$ cat config.mk
export PLATFORM = sky130hd
export DESIGN_NAME = hub_port_status_change
export DESIGN_NICKNAME = d
export VERILOG_FILES = /design/src/hpsc_pkg.sv /design/src/hub_port_status_change.sv
export SDC_FILE = /design/constraint.sdc
export NUM_CORES = 1
export LEC_CHECK = 0
export BUFFER_PORTS_ARGS = -buffer_cell sky130_fd_sc_hd__clkbuf_2
export CORE_ASPECT_RATIO = 0.9
export CORE_MARGIN = 1.5
export CORE_UTILIZATION = 43
export CTS_CLUSTER_DIAMETER = 100
export DETAILED_ROUTE_END_ITERATION = 10
export GPL_TIMING_DRIVEN = 0
export PLACE_DENSITY = 0.77
export SYNTH_ARGS = -nofsm -noshare
export SYNTH_HDL_FRONTEND = slang
export SYNTH_SLANG_ARGS = --single-unit
$ cat constraint.sdc
create_clock -name sys_clk -period 1.12 [get_ports sys_clk]
set_input_delay 0.056 -clock sys_clk [delete_from_list [all_inputs] [get_ports sys_clk]]
set_output_delay 0.056 -clock sys_clk [all_outputs]
set_load 0.02 [all_outputs]
$ cat src/hpsc_pkg.sv
`default_nettype none
package hpsc_pkg;

  // ==========================================================================
  // Port change field bit positions.
  localparam int unsigned CHG_CONNECT_BIT    = 0;
  localparam int unsigned CHG_OVERCUR_BIT    = 3;
  localparam int unsigned CHG_RESET_BIT      = 4;
  localparam int unsigned CHG_WARM_RESET_BIT = 5;
  localparam int unsigned CHG_LINK_STATE_BIT = 6;
  localparam int unsigned CHG_CFG_ERR_BIT    = 7;
  localparam logic [15:0] CHG_IMPL_MASK      = 16'h00f9;
  localparam logic [15:0] CHG_RESET_VAL      = 16'h0000;

  // ==========================================================================
  // Feature selectors carried by the request port.
  localparam logic [4:0] FEAT_CONNECTION    = 5'h00;
  localparam logic [4:0] FEAT_OVER_CURRENT  = 5'h03;
  localparam logic [4:0] FEAT_RESET         = 5'h04;
  localparam logic [4:0] FEAT_LINK_STATE    = 5'h05;
  localparam logic [4:0] FEAT_POWER         = 5'h08;
  localparam logic [4:0] FEAT_C_CONNECTION  = 5'h10;
  localparam logic [4:0] FEAT_C_OVERCUR     = 5'h13;
  localparam logic [4:0] FEAT_C_RESET       = 5'h14;
  localparam logic [4:0] FEAT_C_LINK_STATE  = 5'h19;
  localparam logic [4:0] FEAT_C_CFG_ERR     = 5'h1a;
  localparam logic [4:0] FEAT_WARM_RESET    = 5'h1c;
  localparam logic [4:0] FEAT_C_WARM_RESET  = 5'h1d;

  // ==========================================================================
  // Reset values and fixed codes.
  localparam logic [2:0] SPEED_5G           = 3'h0;
  localparam logic [3:0] LINK_STATE_RST     = 4'h0;
  localparam logic       POWER_RST          = 1'b0;
  localparam logic       PER_PORT_OC        = 1'b1;
  localparam logic       DIAG_SET_SUPPORTED = 1'b1;

  // Downstream port state as reported by the port state machine.
  typedef enum logic [2:0] {
    PS_POWERED_OFF = 3'b000,
    PS_DISCONNECT  = 3'b001,
    PS_RESETTING   = 3'b010,
    PS_ENABLED     = 3'b011,
    PS_ERROR       = 3'b100,
    PS_DISABLED    = 3'b101
  } hpsc_port_state_t;

endpackage
`default_nettype wire

$ cat src/hub_port_status_change.sv
`default_nettype none
module hub_port_status_change (
  // Clock and reset.
  input  wire logic                      sys_clk,
  input  wire logic                      rst_n,
  // Feature request from the hub controller, one-cycle strobes.
  input  wire logic                      setFeature,
  input  wire logic                      clrFeature,
  input  wire logic [4:0]                featureSel,
  // Hub status word flags and port state machine inputs.
  input  wire logic                      hubLocalPowerChange,
  input  wire logic                      hubLocalPowerStatus,
  input  wire hpsc_pkg::hpsc_port_state_t portState,
  input  wire logic                      resetEntryOk,
  input  wire logic [3:0]                linkState,
  input  wire logic                      overCurrent,
  input  wire logic                      linkStateEvent,
  input  wire logic                      linkConfigFail,
  input  wire logic                      warmResetActive,
  // Status towards the request handler.
  output logic                           resetStatus,
  output logic                           enabledStatus,
  output logic                           connectStatus,
  output logic                           overCurrentStatus,
  output logic                           powerStatus,
  output logic [3:0]                     linkStateStatus,
  output logic [2:0]                     speedStatus,
  output logic [15:0]                    portChangeField,
  // Commands to the port state machine, one-cycle pulses.
  output logic                           startReset,
  output logic                           startWarmReset
);

  // ==========================================================================
  // State.
  typedef struct packed {
    logic       reset;
    logic       enabled;
    logic       connect;
    logic       overCur;
    logic       power;
    logic [3:0] link;
    logic [15:0] change;
    logic       warmPending;
    logic       startRst;
    logic       startWarm;
  } hpsc_state_t;

  localparam hpsc_state_t STATE_RST = '{
    reset: 1'b0, enabled: 1'b0, connect: 1'b0, overCur: 1'b0,
    power: hpsc_pkg::POWER_RST, link: hpsc_pkg::LINK_STATE_RST,
    change: hpsc_pkg::CHG_RESET_VAL, warmPending: 1'b0,
    startRst: 1'b0, startWarm: 1'b0};

  localparam logic PER_PORT_OC_C = hpsc_pkg::PER_PORT_OC;
  localparam logic DIAG_C        = hpsc_pkg::DIAG_SET_SUPPORTED;

  hpsc_state_t st_r;
  hpsc_state_t st_nxt;

  logic [15:0] chgSet;
  logic [15:0] chgClr;
  logic        nowReset;
  logic        nowEnabled;
  logic        nowConnect;
  logic        nowPoweredOff;

  // ==========================================================================
  // Next state.
  always_comb begin
    st_nxt        = st_r;
    chgSet        = 16'h0000;
    chgClr        = 16'h0000;
    nowReset      = (portState == hpsc_pkg::PS_RESETTING);
    nowEnabled    = (portState == hpsc_pkg::PS_ENABLED);
    nowConnect    = nowEnabled | nowReset | (portState == hpsc_pkg::PS_ERROR);
    nowPoweredOff = (portState == hpsc_pkg::PS_POWERED_OFF);

    st_nxt.reset    = nowReset;
    st_nxt.enabled  = nowEnabled;
    st_nxt.connect  = nowConnect;
    st_nxt.overCur  = overCurrent;
    st_nxt.link     = linkState;
    st_nxt.startRst = 1'b0;
    st_nxt.startWarm = 1'b0;

    // Warm reset is remembered while resetting so its completion can be told apart.
    if (nowReset && warmResetActive) begin
      st_nxt.warmPending = 1'b1;
    end else if (!nowReset) begin
      st_nxt.warmPending = 1'b0;
    end

    // Autonomous events and diagnostic set requests set change bits; other request results do not.
    if (nowConnect != st_r.connect && nowEnabled) begin
      chgSet[hpsc_pkg::CHG_CONNECT_BIT] = 1'b1;
    end
    if (PER_PORT_OC_C && (overCurrent != st_r.overCur)) begin
      chgSet[hpsc_pkg::CHG_OVERCUR_BIT] = 1'b1;
    end
    if (st_r.reset && nowEnabled) begin
      chgSet[hpsc_pkg::CHG_RESET_BIT] = 1'b1;
      chgSet[hpsc_pkg::CHG_WARM_RESET_BIT] = st_r.warmPending;
    end
    if (linkStateEvent) begin
      chgSet[hpsc_pkg::CHG_LINK_STATE_BIT] = 1'b1;
    end
    if (linkConfigFail) begin
      chgSet[hpsc_pkg::CHG_CFG_ERR_BIT] = 1'b1;
    end

    if (setFeature) begin
      case (featureSel)
        hpsc_pkg::FEAT_RESET: begin
          st_nxt.startRst = resetEntryOk;
        end
        hpsc_pkg::FEAT_WARM_RESET: begin
          st_nxt.startWarm = resetEntryOk;
        end
        hpsc_pkg::FEAT_POWER: begin
          if (!(hubLocalPowerChange && hubLocalPowerStatus)) begin
            st_nxt.power = 1'b1;
          end
        end
        hpsc_pkg::FEAT_C_CONNECTION: chgSet[hpsc_pkg::CHG_CONNECT_BIT] |= DIAG_C;
        hpsc_pkg::FEAT_C_OVERCUR:    chgSet[hpsc_pkg::CHG_OVERCUR_BIT] |= DIAG_C;
        hpsc_pkg::FEAT_C_RESET:      chgSet[hpsc_pkg::CHG_RESET_BIT] |= DIAG_C;
        hpsc_pkg::FEAT_C_WARM_RESET: chgSet[hpsc_pkg::CHG_WARM_RESET_BIT] |= DIAG_C;
        hpsc_pkg::FEAT_C_LINK_STATE: chgSet[hpsc_pkg::CHG_LINK_STATE_BIT] |= DIAG_C;
        hpsc_pkg::FEAT_C_CFG_ERR:    chgSet[hpsc_pkg::CHG_CFG_ERR_BIT] |= DIAG_C;
        default: begin
        end
      endcase
    end

    // Clears of reset, link state and other status features fall to default.
    if (clrFeature) begin
      case (featureSel)
        hpsc_pkg::FEAT_C_CONNECTION: chgClr[hpsc_pkg::CHG_CONNECT_BIT] = 1'b1;
        hpsc_pkg::FEAT_C_OVERCUR:    chgClr[hpsc_pkg::CHG_OVERCUR_BIT] = 1'b1;
        hpsc_pkg::FEAT_C_RESET:      chgClr[hpsc_pkg::CHG_RESET_BIT] = 1'b1;
        hpsc_pkg::FEAT_C_WARM_RESET: chgClr[hpsc_pkg::CHG_WARM_RESET_BIT] = 1'b1;
        hpsc_pkg::FEAT_C_LINK_STATE: chgClr[hpsc_pkg::CHG_LINK_STATE_BIT] = 1'b1;
        hpsc_pkg::FEAT_C_CFG_ERR:    chgClr[hpsc_pkg::CHG_CFG_ERR_BIT] = 1'b1;
        default: begin
        end
      endcase
    end

    // A hardware event in the clear cycle survives: set wins over clear.
    st_nxt.change = ((st_r.change & ~chgClr) | chgSet) & hpsc_pkg::CHG_IMPL_MASK;

    // Entering powered-off drops logical power, and power off holds the
    // power-related change bits clear.
    if (nowPoweredOff) begin
      st_nxt.power = 1'b0;
    end
    if (!st_r.power) begin
      st_nxt.change[hpsc_pkg::CHG_RESET_BIT]      = 1'b0;
      st_nxt.change[hpsc_pkg::CHG_WARM_RESET_BIT] = 1'b0;
      st_nxt.change[hpsc_pkg::CHG_LINK_STATE_BIT] = 1'b0;
      st_nxt.change[hpsc_pkg::CHG_CFG_ERR_BIT]    = 1'b0;
      if (nowPoweredOff) begin
        st_nxt.change[hpsc_pkg::CHG_OVERCUR_BIT] = 1'b0;
      end
    end
  end

  always_ff @(posedge sys_clk or negedge rst_n) begin
    if (!rst_n) begin
      st_r <= STATE_RST;
    end else begin
      st_r <= st_nxt;
    end
  end

  // ==========================================================================
  // Outputs.
  always_comb begin
    resetStatus       = st_r.reset;
    enabledStatus     = st_r.enabled;
    connectStatus     = st_r.connect;
    overCurrentStatus = st_r.overCur;
    powerStatus       = st_r.power;
    linkStateStatus   = st_r.link;
    speedStatus       = hpsc_pkg::SPEED_5G;
    portChangeField   = st_r.change;
    startReset        = st_r.startRst;
    startWarmReset    = st_r.startWarm;
  end

  // ==========================================================================
  // Checks.
  AST_RESET_TRACK: assert property (@(posedge sys_clk) disable iff (!rst_n)
    1'b1 ##1 resetStatus == ($past(portState) == hpsc_pkg::PS_RESETTING))
    else $error("reset status does not track resetting state");
  AST_ENABLE_TRACK: assert property (@(posedge sys_clk) disable iff (!rst_n)
    1'b1 ##1 enabledStatus == ($past(portState) == hpsc_pkg::PS_ENABLED))
    else $error("enabled status does not track enabled state");
  AST_START_RESET: assert property (@(posedge sys_clk) disable iff (!rst_n)
    setFeature && featureSel == hpsc_pkg::FEAT_RESET && resetEntryOk |=> startReset)
    else $error("reset request did not start reset");
  AST_LINK_TRACK: assert property (@(posedge sys_clk) disable iff (!rst_n)
    1'b1 |=> linkStateStatus == $past(linkState))
    else $error("link state not presented");
  AST_POWER_OFF: assert property (@(posedge sys_clk) disable iff (!rst_n)
    portState == hpsc_pkg::PS_POWERED_OFF |=> !powerStatus)
    else $error("power bit not cleared in powered-off");
  AST_POWER_BLOCK: assert property (@(posedge sys_clk) disable iff (!rst_n)
    setFeature && featureSel == hpsc_pkg::FEAT_POWER && hubLocalPowerChange
    && hubLocalPowerStatus && !powerStatus |=> !powerStatus)
    else $error("power set despite local power flags");
  AST_SPEED_FIXED: assert property (@(posedge sys_clk) disable iff (!rst_n)
    speedStatus == hpsc_pkg::SPEED_5G)
    else $error("speed field changed");
  AST_RESET_DONE: assert property (@(posedge sys_clk) disable iff (!rst_n)
    resetStatus && portState == hpsc_pkg::PS_ENABLED && powerStatus
    |=> portChangeField[hpsc_pkg::CHG_RESET_BIT])
    else $error("reset completion not flagged");
  AST_CLEAR: assert property (@(posedge sys_clk) disable iff (!rst_n)
    clrFeature && !setFeature && featureSel == hpsc_pkg::FEAT_C_CFG_ERR && !linkConfigFail
    |=> !portChangeField[hpsc_pkg::CHG_CFG_ERR_BIT])
    else $error("config error change not cleared");
  AST_RESERVED: assert property (@(posedge sys_clk) disable iff (!rst_n)
    (portChangeField & ~hpsc_pkg::CHG_IMPL_MASK) == 16'h0000)
    else $error("reserved change bit set");
  AST_CFG_SET: assert property (@(posedge sys_clk) disable iff (!rst_n)
    linkConfigFail && powerStatus |=> portChangeField[hpsc_pkg::CHG_CFG_ERR_BIT])
    else $error("config failure not flagged");

  // ==========================================================================
  // Change bit setting.
  // Entry into enabled from a not-connected state is the only connect change flagged.
  AST_CONNECT_SET: assert property (@(posedge sys_clk) disable iff (!rst_n)
    portState == hpsc_pkg::PS_ENABLED && !connectStatus
    |=> portChangeField[hpsc_pkg::CHG_CONNECT_BIT])
    else $error("connect change not flagged");

  AST_OC_STATUS: assert property (@(posedge sys_clk) disable iff (!rst_n)
    1'b1 |=> overCurrentStatus == $past(overCurrent))
    else $error("over-current status not presented");

  AST_OVERCUR_SET: assert property (@(posedge sys_clk) disable iff (!rst_n)
    overCurrent != overCurrentStatus
    && !(portState == hpsc_pkg::PS_POWERED_OFF && !powerStatus)
    |=> portChangeField[hpsc_pkg::CHG_OVERCUR_BIT])
    else $error("over-current change not flagged");

  AST_WARM_ONLY: assert property (@(posedge sys_clk) disable iff (!rst_n)
    !(resetStatus && portState == hpsc_pkg::PS_ENABLED)
    && !(setFeature && featureSel == hpsc_pkg::FEAT_C_WARM_RESET)
    && !portChangeField[hpsc_pkg::CHG_WARM_RESET_BIT]
    |=> !portChangeField[hpsc_pkg::CHG_WARM_RESET_BIT])
    else $error("warm reset change set without warm reset completion");

  AST_LINK_EVT: assert property (@(posedge sys_clk) disable iff (!rst_n)
    linkStateEvent && powerStatus |=> portChangeField[hpsc_pkg::CHG_LINK_STATE_BIT])
    else $error("link state change not flagged");

  AST_DIAG_SET: assert property (@(posedge sys_clk) disable iff (!rst_n)
    setFeature && featureSel == hpsc_pkg::FEAT_C_LINK_STATE && powerStatus
    |=> portChangeField[hpsc_pkg::CHG_LINK_STATE_BIT])
    else $error("diagnostic set of change bit ignored");

  AST_NO_CAUSE: assert property (@(posedge sys_clk) disable iff (!rst_n)
    !setFeature && !linkStateEvent && !linkConfigFail
    && overCurrent == overCurrentStatus && portState != hpsc_pkg::PS_ENABLED
    |=> (portChangeField & ~$past(portChangeField)) == 16'h0000)
    else $error("change bit set without an event");

  AST_POWER_HOLD: assert property (@(posedge sys_clk) disable iff (!rst_n)
    !powerStatus |=> !portChangeField[hpsc_pkg::CHG_RESET_BIT]
    && !portChangeField[hpsc_pkg::CHG_WARM_RESET_BIT])
    else $error("reset change bits not held clear without power");

  // ==========================================================================
  // Requests.
  AST_START_WARM: assert property (@(posedge sys_clk) disable iff (!rst_n)
    setFeature && featureSel == hpsc_pkg::FEAT_WARM_RESET && resetEntryOk
    |=> startWarmReset)
    else $error("warm reset request did not start warm reset");

  AST_NO_START: assert property (@(posedge sys_clk) disable iff (!rst_n)
    !(setFeature && resetEntryOk) |=> !startReset && !startWarmReset)
    else $error("reset started without an allowed request");

  AST_CLR_RST_NOP: assert property (@(posedge sys_clk) disable iff (!rst_n)
    clrFeature && !setFeature && featureSel == hpsc_pkg::FEAT_RESET
    |=> !startReset && !startWarmReset)
    else $error("clear of reset feature had an effect");

  AST_CLR_LINK_NOP: assert property (@(posedge sys_clk) disable iff (!rst_n)
    clrFeature && featureSel == hpsc_pkg::FEAT_LINK_STATE
    |=> linkStateStatus == $past(linkState))
    else $error("clear of link state feature had an effect");

  AST_POWER_SET: assert property (@(posedge sys_clk) disable iff (!rst_n)
    setFeature && featureSel == hpsc_pkg::FEAT_POWER
    && !(hubLocalPowerChange && hubLocalPowerStatus)
    && portState != hpsc_pkg::PS_POWERED_OFF |=> powerStatus)
    else $error("power request did not set power bit");

  // ==========================================================================
  // Change bit clearing. An event in the clear cycle wins, so it is excluded.
  AST_CONNECT_CLR: assert property (@(posedge sys_clk) disable iff (!rst_n)
    clrFeature && !setFeature && featureSel == hpsc_pkg::FEAT_C_CONNECTION
    && !(portState == hpsc_pkg::PS_ENABLED && !connectStatus)
    |=> !portChangeField[hpsc_pkg::CHG_CONNECT_BIT])
    else $error("connect change not cleared");

  AST_OC_CLR: assert property (@(posedge sys_clk) disable iff (!rst_n)
    clrFeature && !setFeature && featureSel == hpsc_pkg::FEAT_C_OVERCUR
    && overCurrent == overCurrentStatus
    |=> !portChangeField[hpsc_pkg::CHG_OVERCUR_BIT])
    else $error("over-current change not cleared");

  AST_RESET_CLR: assert property (@(posedge sys_clk) disable iff (!rst_n)
    clrFeature && !setFeature && featureSel == hpsc_pkg::FEAT_C_RESET
    && !(resetStatus && portState == hpsc_pkg::PS_ENABLED)
    |=> !portChangeField[hpsc_pkg::CHG_RESET_BIT])
    else $error("reset change not cleared");

  AST_WARM_CLR: assert property (@(posedge sys_clk) disable iff (!rst_n)
    clrFeature && !setFeature && featureSel == hpsc_pkg::FEAT_C_WARM_RESET
    && !(resetStatus && portState == hpsc_pkg::PS_ENABLED)
    |=> !portChangeField[hpsc_pkg::CHG_WARM_RESET_BIT])
    else $error("warm reset change not cleared");

  AST_LINK_CLR: assert property (@(posedge sys_clk) disable iff (!rst_n)
    clrFeature && !setFeature && featureSel == hpsc_pkg::FEAT_C_LINK_STATE
    && !linkStateEvent |=> !portChangeField[hpsc_pkg::CHG_LINK_STATE_BIT])
    else $error("link state change not cleared");

  COV_RESET_DONE: cover property (@(posedge sys_clk) disable iff (!rst_n)
    resetStatus ##1 enabledStatus);
  COV_POWER_ON: cover property (@(posedge sys_clk) disable iff (!rst_n)
    !powerStatus ##1 powerStatus);
  COV_CLEAR_CHANGE: cover property (@(posedge sys_clk) disable iff (!rst_n)
    portChangeField[hpsc_pkg::CHG_CONNECT_BIT] ##1 !portChangeField[hpsc_pkg::CHG_CONNECT_BIT]);
  COV_WARM_DONE: cover property (@(posedge sys_clk) disable iff (!rst_n)
    !portChangeField[hpsc_pkg::CHG_WARM_RESET_BIT] ##1 portChangeField[hpsc_pkg::CHG_WARM_RESET_BIT]);

endmodule // hub_port_status_change
`default_nettype wire

---- After elaboration in Yosys (flattened, before gate mapping) ----
Index checks and enable logic that the tools add are counted.
Widths: inputs -> output; s select.
storage, ports and cells
  register bits after elaboration ......... 18
  bits of input ports ..................... 23
  output and inout bits ................... 30
  logic and storage cells ................. 71
operators by class
  equality and inequality tests ........... 16
  multiplexer cells ....................... 32
  bitwise gates (word level) .............. 5
  reductions and logical operators ........ 8
operators with widths
  cell                count
  $eq 5x5->1 const B  7
  $mux 1              27
  $mux 5              3
  $and 8x8->8         1
  $not 8->8           1
  $or 8x8->8          1
  $eq 3x2->1 const B  2
  $eq 5x3->1 const B  1
  $eq 5x4->1 const B  1
  $logic_and 1x1->1   4
  $mux 2              2
  $reduce_bool 2->1   2
  $eq 3x3->1 const B  1
  $logic_not 3->1     1
  $reduce_and 3->1    1
  $ne 1x1->1          2
  $ne 2x1->1 const B  1
  $ne 2x2->1 const B  1
  $or 1x1->1          2

---- Logic depth before layout (Yosys ltp) ----
Gate-level depths: netlist of the first run.
  depth after elaboration ................. 11
  depth in mapped cells ................... 4

---- Worst setup path after synthesis of the first run ----
OpenSTA, ideal clock, no wires.
  path kind ............................... register to register
  start point ............................. register st_r (netlist bit resetStatus)
  end point ............................... register st_r (netlist bit portChangeField[4])
  data arrival time ....................... 835 ps
  data required time ...................... 996 ps
  setup slack ............................. 161 ps
  cell stages (with the launch flop) ...... 4
  path buffers ............................ 0
  period minus slack after synthesis ...... 959 ps
  cell sequence ........................... dfrtp_1 > and4b_1 > a31oi_1 > a21oi_1
RTL lines
  element                 line                           source
  start, declared         hub_port_status_change.sv:58   hpsc_state_t st_r;
  start signal, assigned  hub_port_status_change.sv:173  st_r <= st_nxt;

---- Final worst setup path of the first run ----
  start point ............................. register st_r (netlist bit portChangeField[0])
  end point ............................... output portChangeField[0]
RTL lines
  element        line                          source
  end, declared  hub_port_status_change.sv:28  output logic [15:0] portChangeField,
No word-level cell between the ends.

==> impl_metrics.tcl, run 1 <==
set metrics [dict create \
    run_status "complete, no violations" \
    p_per_area_mw_per_mm2 1047 \
    wl_mm 1.946 \
    clk_network_pwr_share_pct 27.0 \
    setup_tns_ns 0 \
    setup_viol_count_final 0 \
    vdd_ir_drop_max_v 0.0007446 \
    yosysUniqueCellTypes 31 \
    min_period_ns 1.012 \
    worst_hold_margin_ns 0.01182 \
    critPathArrivalTime_ns 0.96 \
    sequential_cell_area_um2 450.4 \
    wire_length_of_the_first_global_routing_pass_mm 3.029 \
    synth-seq-area-share_pct 46.51 \
    core_box_area_mm2 0.002162 \
    worst_hold_startpoint "portState[2]" \
    setup.reg_to_reg.worst_slack_ns 0.19 \
    finalClockSkew_ns 0.007151 \
    placementRows 16 \
    groute.usage.overall_pct 16.92 \
    root_buffer "clkbuf_4" \
    drt_pre_antenna_iters 4 \
    post-cts-setup-buffer-count 0 \
    die_footprint_mm2 0.002546 \
    fmaxAchievable_mhz 988.0 \
    fillers 197 \
    worstSetupStartpoint "portChangeField[0]" \
    antenna_found_initial 0 \
    share_of_post_route_cells_with_drive_strength_above_1_pct 45.28 \
    number_of_clock_buffers_inserted_by_tritoncts 3 \
    avgViaCountPerCell 4.478 \
    pwr-share-seq_pct 48.5 \
    drt_wl_cell_um 10.46 \
    gp_congestion 0.8735 \
    grt_pass1_vias 745 \
    crit_path_cell_chain "buf_4, clkbuf_2" \
    setup_repair_after_global_routing_missed_its_margin "false" \
    power.share.switching_pct 27.42 \
    netlist.area_leader.share_pct 46.51 \
    reg2reg_to "portChangeField[4]" \
    io_buffer_count 39 \
    io_pins 53 \
    total_power_mw 1.434 \
    fp.dieH_um 48.02 \
    type_of_element_launching_the_critical_path "register" \
    number_of_nets_still_failing_antenna_checks_after_routing 0 \
    crit-reg2reg-launch "resetStatus" \
    synth.cell_area_um2 968.4 \
    end_kind "primary output" \
    cp_slowest_cell "dfrtp_1" \
    critical_path.endpoint "portChangeField[0]" \
    internal-power_mw 1.041 \
    cts.htree.levels 1 \
    worst_path_largest_cell_delay_ns 0.39 \
    period_share_pct 90.37 \
    cp_max_fo 2 \
    syn_inst 95 \
    postSynthAreaPerCell_um2 10.19 \
    leakagePower_nw 0.7323 \
    drt_drc_violations_left 0 \
    post_synth_edffs 0 \
    yosysWarnings 0 \
    slew_violations 0 \
    initial_standard_cell_utilization_of_the_core_pct 44.79 \
    dr_total_vias 833 \
    clock_tree.buffer_depth 2 \
    synth-async-reset-ratio_pct 100.0 \
    global_route.overflow_total 0 \
    worst-setup-path-type "reg -> out" \
    tritoncts_clock_tree "yes" \
    netlist_top_cells_count "buf_4 (23), dfrtp_1 (18), nand2_1 (6)" \
    clk_pin_slew_worst_paths_ns 0.10 \
    clock-sinks 18 \
    synth.ff_latch_count 18 \
    power_switching_uw 393.0 \
    yosysMostFrequentCell "buf_4" \
    synth_largest_area_cell "dfrtp_1" \
    timing.max_cap.violations 0 \
    worst-endpoint-required_ns 1.06 \
    antenna-diode-count 0 \
    first_iter_violations 10 \
    postSynth.topFlopCell "dfrtp_1" \
    hold_violation_count_in_the_final_report 0 \
    hpwlAfterDp_mm 1.515 \
    finish.net_count 183 \
    grt_max_degree 19 \
    multi_input_combinational_cell_area_um2 364.1 \
    ys_top_cells_by_area "dfrtp_1 (47%), buf_4 (18%), nor2b_1 (2.6%)" \
    power.combinational.fraction_pct 24.5 \
    flow.area_growth_from_synthesis_pct 41.34 \
    worst_hold_path_type "in -> reg" \
    clock_latency_ns 0.29 \
    worst_r2r_path_depth 3 \
    floorplan.die.width_um 53.03 \
]
==> layout by cell type (no fill, tap or decap), drive strengths merged, types with 3 or more instances in the layout <==
cell         synthesis  routed
a21oi                4       4
a31oi                3       3
buf                 24      24
clkbuf               0      43
conb                 1      13
dfrtp               18      18
dlygate4sd3          0       9
inv                  4       4
nand2                6       6
nand4                3       3
nor2                 4       4
nor2b                4       4
==> critical path: cells and delay by family (launching register included) <==
| family | cells | cell delay [ns] |
|---|---|---|
| buffers and inverters | 2 | 0.27 |
| flip-flops | 1 | 0.39 |
==> worst min-delay path by stage <==
| stage | cells past startpoint | slack, ns | end |
|---|---|---|---|
| 2_1_floorplan | 0 | -0.24 | connectStatus |
| 3_3_place_gp | 1 | 0.01 | overCurrentStatus |
| 3_5_place_dp | 1 | 0.02 | portChangeField[7] |
| 4_1_cts | 2 | 0.002 | connectStatus |
| 5_1_grt | 2 | 0.01 | connectStatus |
| 6_report | 2 | 0.01 | connectStatus |
==> state kept, by name, indices dropped and copies added, names as in the netlist <==
name	flops
startWarmReset	1
enabledStatus	1
powerStatus	1
resetStatus	1
overCurrentStatus	1
linkStateStatus	4
startReset	1
connectStatus	1
st_r	1
portChangeField	6
==> power by group through the flow <==
stage / combinational (mW) / sequential [mW] / clock, mW
6_report: 0.351 / 0.695 / 0.387
5_1_grt: 0.383 / 0.699 / 0.429
4_1_cts: 0.351 / 0.695 / 0.402
2_1_floorplan: 0.197 / 0.719 / 0
3_5_place_dp: 0.325 / 0.708 / 0
3_3_place_gp: 0.320 / 0.707 / 0
==> what timing repair did <==
| item | CTS | global route |
|---|---|---|
| hold buffers | 9 | 0 |
| resized for setup | 0 | 0 |
| hold endpoints to repair | 26 | 0 |
==> logic make-up (layout without fill, tap and decap cells) <==
group	Yosys count	count (layout)	synth area share (%)
AND/OR/NAND/NOR	30	30	19.38
buffers and inverters	28	80	20.54
flip-flops	18	18	46.51
AO/OA/AOI/OAI	17	17	12.28
other	1	13	0.3872
XOR/XNOR	1	1	0.9046
==> layout make-up <==
cell class	count	area share [%]
Buffer	24	13.44
Clock buffer	4	2.651
Inverter	4	1.097
Multi-Input combinational cell	61	26.60
Sequential cell	18	32.91
Tap cell	27	2.468
Timing Repair Buffer	48	20.84
==> per-stage QoR <==
step / cells / area (um2) / util, % / setup slack, ns
after floorplan: 107 / 1013 / - / 0.1613
after global placement: 173 / 1242 / 57.47 / 0.1458
after detailed placement: 173 / 1242 / 57.47 / 0.1372
after CTS: 186 / 1369 / 63.31 / 0.09040
after global routing: 186 / 1369 / 63.31 / 0.05779
final: 186 / 1369 / 63.31 / 0.1078
==> layer usage <==
layer	vias to the layer above	share of wire [%]	global-route usage (%)	wire length [um]
met2	29	48	29.00	938
met5	-	0	0	0
met4	0	1.1	7.692	21
met1	377	45	20.24	872
li1	425	-	-	-
met3	2	5.9	4.688	114
Note: power is estimated with default switching activity, not from simulation.
==> run 2: changes to the inputs <==
--- a/config.mk
+++ b/config.mk
@@ -7,7 +7,6 @@
 export LEC_CHECK = 0
 export BUFFER_PORTS_ARGS = -buffer_cell sky130_fd_sc_hd__clkbuf_2
 export CORE_ASPECT_RATIO = 0.9
-export CORE_MARGIN = 1.5
 export CORE_UTILIZATION = 43
 export CTS_CLUSTER_DIAMETER = 100
 export DETAILED_ROUTE_END_ITERATION = 10
==> run 2 against run 1 <==
Effect of this change: worst hold slack about the same; wire length increased by 3.2%; sequential power about the same; utilization rose by 4.7 points; die area decreased by 3.9%; largest cell class unchanged; highest routed layer unchanged.
==> impl_metrics.tcl, run 2 (same netlist as run 1, synthesis figures left out) <==
set metrics [dict create \
    run_status "complete, no violations" \
    layout.cells.most_common_list "clkbuf_2 (39), buf_4 (23), dfrtp_1 (18), conb_1 (13), dlygate4sd3_1 (9)" \
    most_common_cell_after_layout_fill_and_taps_aside "clkbuf_2" \
    first_iter_violations 14 \
    slew_violations 0 \
    worstSetupStartpoint "portChangeField[7]" \
    cp_slowest_cell "dfrtp_1" \
    total_power_mw 1.431 \
    critPathArrivalTime_ns 0.97 \
    initial_standard_cell_utilization_of_the_core_pct 48.22 \
    post-cts-setup-buffer-count 0 \
    met2_usage_pct 33.33 \
    tritoncts_clock_tree "yes" \
    setup_repair_after_global_routing_missed_its_margin "false" \
    flip_flop_count_of_the_largest_register_all_copies_and_words_added 6 \
    clock-sinks 18 \
    worst-endpoint-required_ns 1.06 \
    setup_tns_ns 0 \
    vdd_ir_drop_max_v 0.001119 \
    io_pins 53 \
    crit_path_cell_chain "buf_4, clkbuf_2" \
    hpwlAfterDp_mm 1.568 \
    worst-setup-path-type "reg -> out" \
    min_period_ns 1.025 \
    fin_area_mm2 0.001366 \
    internal-power_mw 1.041 \
    met1_usage_pct 19.11 \
    critical_path.endpoint "portChangeField[7]" \
    clk_network_pwr_share_pct 26.9 \
    gp_congestion 0.8553 \
    placementRows 15 \
    setup.reg_to_reg.worst_slack_ns 0.19 \
    worst_hold_path_type "in -> reg" \
    number_of_nets_still_failing_antenna_checks_after_routing 0 \
    grt_pass1_vias 781 \
    cp_max_fo 2 \
    fmaxAchievable_mhz 975.3 \
    finalClockSkew_ns 0.0003044 \
    leakagePower_nw 0.7323 \
    number_of_clock_buffers_inserted_by_tritoncts 3 \
    crit-reg2reg-launch "resetStatus" \
    type_of_element_launching_the_critical_path "register" \
    antenna-diode-count 0 \
    met3_usage_pct 5.178 \
    avgViaCountPerCell 4.652 \
    worst_r2r_path_depth 3 \
    io_buffer_count 39 \
    finish.net_count 183 \
    drt_drc_violations_left 0 \
    timing.max_cap.violations 0 \
    end_kind "primary output" \
    p_per_area_mw_per_mm2 1048 \
    flow.area_growth_from_synthesis_pct 41.09 \
    worst_path_largest_cell_delay_ns 0.40 \
    grt_max_degree 19 \
    root_buffer "clkbuf_4" \
    dpl-instance-area_mm2 0.001240 \
    power_switching_uw 390.7 \
    reg2reg_to "portChangeField[4]" \
    power.combinational.fraction_pct 24.5 \
    hold_violation_count_in_the_final_report 0 \
    drt_pre_antenna_iters 4 \
    cts.htree.levels 1 \
    dr_total_vias 856 \
    wl_mm 2.009 \
    clk_pin_slew_worst_paths_ns 0.09 \
    clock_tree.buffer_depth 2 \
    most_used_layer_global_route "met2" \
    fp.dieH_um 47.02 \
    groute.usage.overall_pct 18.54 \
    antenna_found_initial 0 \
    wire_length_of_the_first_global_routing_pass_mm 3.174 \
    share_of_post_route_cells_with_drive_strength_above_1_pct 45.28 \
    drt_wl_cell_um 10.92 \
    pwr-share-seq_pct 48.6 \
    clock_latency_ns 0.29 \
    power.share.switching_pct 27.30 \
    die_footprint_mm2 0.002446 \
    setup_viol_count_final 0 \
    floorplan.die.width_um 52.03 \
    core_box_area_mm2 0.002008 \
    global_route.overflow_total 0 \
    period_share_pct 91.55 \
]
-- run 2: cell counts in the layout (fill, tap and decap cells not counted) --
No cell type changed its count.
-- run 2: metrics by stage --
step	instances	hold WS [ns]	worst slack [ns]	utilization (%)
2_1_floorplan	107	-0.2396	0.1613	-
3_3_place_gp	171	0.01505	0.1471	61.74
3_5_place_dp	171	0.01310	0.1375	61.74
4_1_cts	184	0.009360	0.07658	68.04
5_1_grt	184	0.004381	0.02702	68.04
6_report	184	0.01164	0.09464	68.04
-- run 2: per-layer routing --
metal,vias to the layer above,wire (um)
met5,-,0
met4,0,89
met3,10,112
met2,36,975
met1,387,831
li1,423,-
-- run 2: cell type report --
cell class,instances,area [um2]
Buffer,24,183.9
Timing Repair Buffer,48,285.3
Multi-Input combinational cell,61,364.1
Sequential cell,18,450.4
Tap cell,25,31.28
Clock buffer,4,36.28
Inverter,4,15.01
Fill cell,164,641.9
-- run 2: worst min path at each step --
stage               slack (ns)         start  cells after the start            endpoint
floorplan                -0.24         rst_n                      0       connectStatus
global placement          0.02         rst_n                      1         powerStatus
detailed placement        0.01         rst_n                      1  portChangeField[7]
CTS                      0.009  portState[2]                      2       connectStatus
global route             0.004  portState[2]                      2       connectStatus
finish                    0.01  portState[2]                      2       connectStatus
-- run 2: timing repair --
item	in CTS	in global routing
setup endpoints to repair	0	0
gates resized for setup	0	0
hold endpoints to repair	26	0
hold buffers	9	0
-- run 2: power groups by stage --
stage	logic, mW	registers (mW)	clock network [mW]
global route	0.382	0.698	0.431
global placement	0.319	0.707	0
floorplan	0.197	0.719	0
detailed placement	0.326	0.708	0
finish	0.351	0.695	0.385
CTS	0.351	0.695	0.398
-- run 2: critical path: cells and delay by family, from the launching register on --
| family | cells | cell delay [ns] |
|---|---|---|
| flops | 1 | 0.40 |
| buf+inv | 2 | 0.28 |
==> run 3: changes to the inputs <==
--- a/config.mk
+++ b/config.mk
@@ -7,11 +7,11 @@
 export LEC_CHECK = 0
 export BUFFER_PORTS_ARGS = -buffer_cell sky130_fd_sc_hd__clkbuf_2
 export CORE_ASPECT_RATIO = 0.9
-export CORE_UTILIZATION = 43
+export CORE_UTILIZATION = 30
 export CTS_CLUSTER_DIAMETER = 100
 export DETAILED_ROUTE_END_ITERATION = 10
 export GPL_TIMING_DRIVEN = 0
-export PLACE_DENSITY = 0.77
+export PLACE_DENSITY = 0.57
 export SYNTH_ARGS = -nofsm -noshare
 export SYNTH_HDL_FRONTEND = slang
 export SYNTH_SLANG_ARGS = --single-unit
==> run 3 against run 2 <==
Effect of this change: design area up 2.3%; cell count up 9.8%; combinational power up 1%; clock power up 3%; sequential cell count unchanged; setup slack worse by 0.062 ns; clock skew up 0.0014 ns; via count down 0.70%; register-to-register slack worse by 0.02 ns; non-clock buffer count up 1; worst hold slack better by 0.0068 ns; critical path depth up 3; critical endpoint is now portChangeField[0].
==> impl_metrics.tcl, run 3 (same netlist as run 1, synthesis figures left out) <==
set metrics [dict create \
    run_status "complete, no violations" \
    critPathArrivalTime_ns 1.27 \
    grt_pass1_vias 804 \
    gp_congestion 0.8193 \
    timing.max_cap.violations 0 \
    clock_latency_ns 0.29 \
    tritoncts_clock_tree "yes" \
    global_route.overflow_total 0 \
    final_cell_count_no_fill 202 \
    type_of_element_launching_the_critical_path "input port" \
    total_power_mw 1.447 \
    clock-sinks 18 \
    met3_usage_pct 1.395 \
    initial_standard_cell_utilization_of_the_core_pct 31.58 \
    finish.net_count 184 \
    vdd_ir_drop_max_v 0.0002971 \
    worst-setup-path-type "in -> reg" \
    drt_pre_antenna_iters 4 \
    min_period_ns 1.087 \
    drt_wl_cell_um 10.61 \
    cts.repair.resized 0 \
    first_iter_violations 10 \
    wl_mm 2.143 \
    period_share_pct 97.05 \
    setup_viol_count_final 0 \
    worst_r2r_path_depth 3 \
    flip_flop_count_of_the_largest_register_all_copies_and_words_added 6 \
    cts.htree.levels 1 \
    share_of_post_route_cells_with_drive_strength_above_1_pct 45.00 \
    hold_violation_count_in_the_final_report 0 \
    fp.dieH_um 55.90 \
    wire_length_of_the_first_global_routing_pass_mm 3.346 \
    dpl-instance-area_mm2 0.001261 \
    setup_repair_after_global_routing_missed_its_margin "false" \
    antenna_found_initial 0 \
    avgViaCountPerCell 4.208 \
    worst_hold_margin_ns 0.01842 \
    post-cts-setup-buffer-count 0 \
    preCtsSetupSlack_ns 0.1332 \
    groute.usage.overall_pct 12.98 \
    number_of_nets_still_failing_antenna_checks_after_routing 0 \
    root_buffer "clkbuf_4" \
    p_per_area_mw_per_mm2 1035 \
    met1_usage_pct 14.52 \
    io_buffer_count 39 \
    most_used_layer_global_route "met2" \
    core_box_area_mm2 0.003067 \
    hold_path_depth 3 \
    die_footprint_mm2 0.003460 \
    fin_area_mm2 0.001398 \
    fin_ws_ns 0.03306 \
    finalClockSkew_ns 0.001742 \
    grt_max_degree 19 \
    number_of_clock_buffers_inserted_by_tritoncts 3 \
    drt_drc_violations_left 0 \
    place_inst 188 \
    worst_hold_path_type "in -> reg" \
    slew_violations 0 \
    floorplan.die.width_um 61.89 \
    met2_usage_pct 23.20 \
    clock_tree.buffer_depth 2 \
    antenna-diode-count 0 \
    cp_max_fo 4 \
    most_common_cell_after_layout_fill_and_taps_aside "clkbuf_2" \
    layout.cells.most_common_list "clkbuf_2 (39), buf_4 (23), dfrtp_1 (18), conb_1 (13), dlygate4sd3_1 (10)" \
    flow.area_growth_from_synthesis_pct 44.32 \
    worst-endpoint-required_ns 1.30 \
    io_pins 53 \
    end_kind "register" \
    leakagePower_nw 0.7365 \
    fmaxAchievable_mhz 920.0 \
    hpwlAfterDp_mm 1.658 \
    placementRows 19 \
    setup_tns_ns 0 \
    final_core_utilization_pct 45.57 \
    clk_pin_slew_worst_paths_ns 0.10 \
    dr_total_vias 850 \
]
==> run 3: final cells by class <==
type	instances	area, um2
fillers	291	1669
flip-flops and latches	18	450.4
multi-input cells	61	364.1
repair buffers	49	295.3
plain buffers	24	183.9
well taps	42	52.55
clock buffers	4	36.28
inverters	4	15.01
==> run 3: critical path, cell delays in order <==
cell and delay, ns:
dlygate4sd3_1 0.52, clkbuf_2 0.13, nor2b_1 0.07, and2_4 0.16
a221o_1 0.33
==> run 3: final timing paths <==
check | start | endpoint | slack [ns]
setup / recovery | portState[2] | portChangeField[0] | 0.03
hold / removal | linkStateEvent | portChangeField[6] | 0.02
setup reg to reg | resetStatus | portChangeField[4] | 0.17
hold reg to reg | st_r[2] | st_r[2] | 0.51
max in group asynchronous | rst_n | portChangeField[4] | 0.58
min in group asynchronous | rst_n | portChangeField[5] | 0.23
==> run 3: timing repair <==
| item | in CTS | in global routing |
|---|---|---|
| hold buffers | 9 | 1 |
| endpoints found under the hold margin | 26 | 1 |
| endpoints found under the setup margin | 0 | 0 |
==> run 3: routing by layer <==
layer / vias to the layer above / wire, um / part of all wire [%]
met3: 4 / 105 / 4.9
met1: 388 / 896 / 42
met5: - / 0 / 0
met2: 31 / 1103 / 51
li1: 427 / - / -
met4: 0 / 38 / 1.8
==> run 3: report_power, final <==
group | total, mW | internal (mW) | switching, mW | leakage [nW]
Clock | 0.398 | 0.198 | 0.200 | 0.0210
Combinational | 0.355 | 0.164 | 0.191 | 0.488
Sequential | 0.695 | 0.681 | 0.0140 | 0.228
Total | 1.45 | 1.04 | 0.404 | 0.737
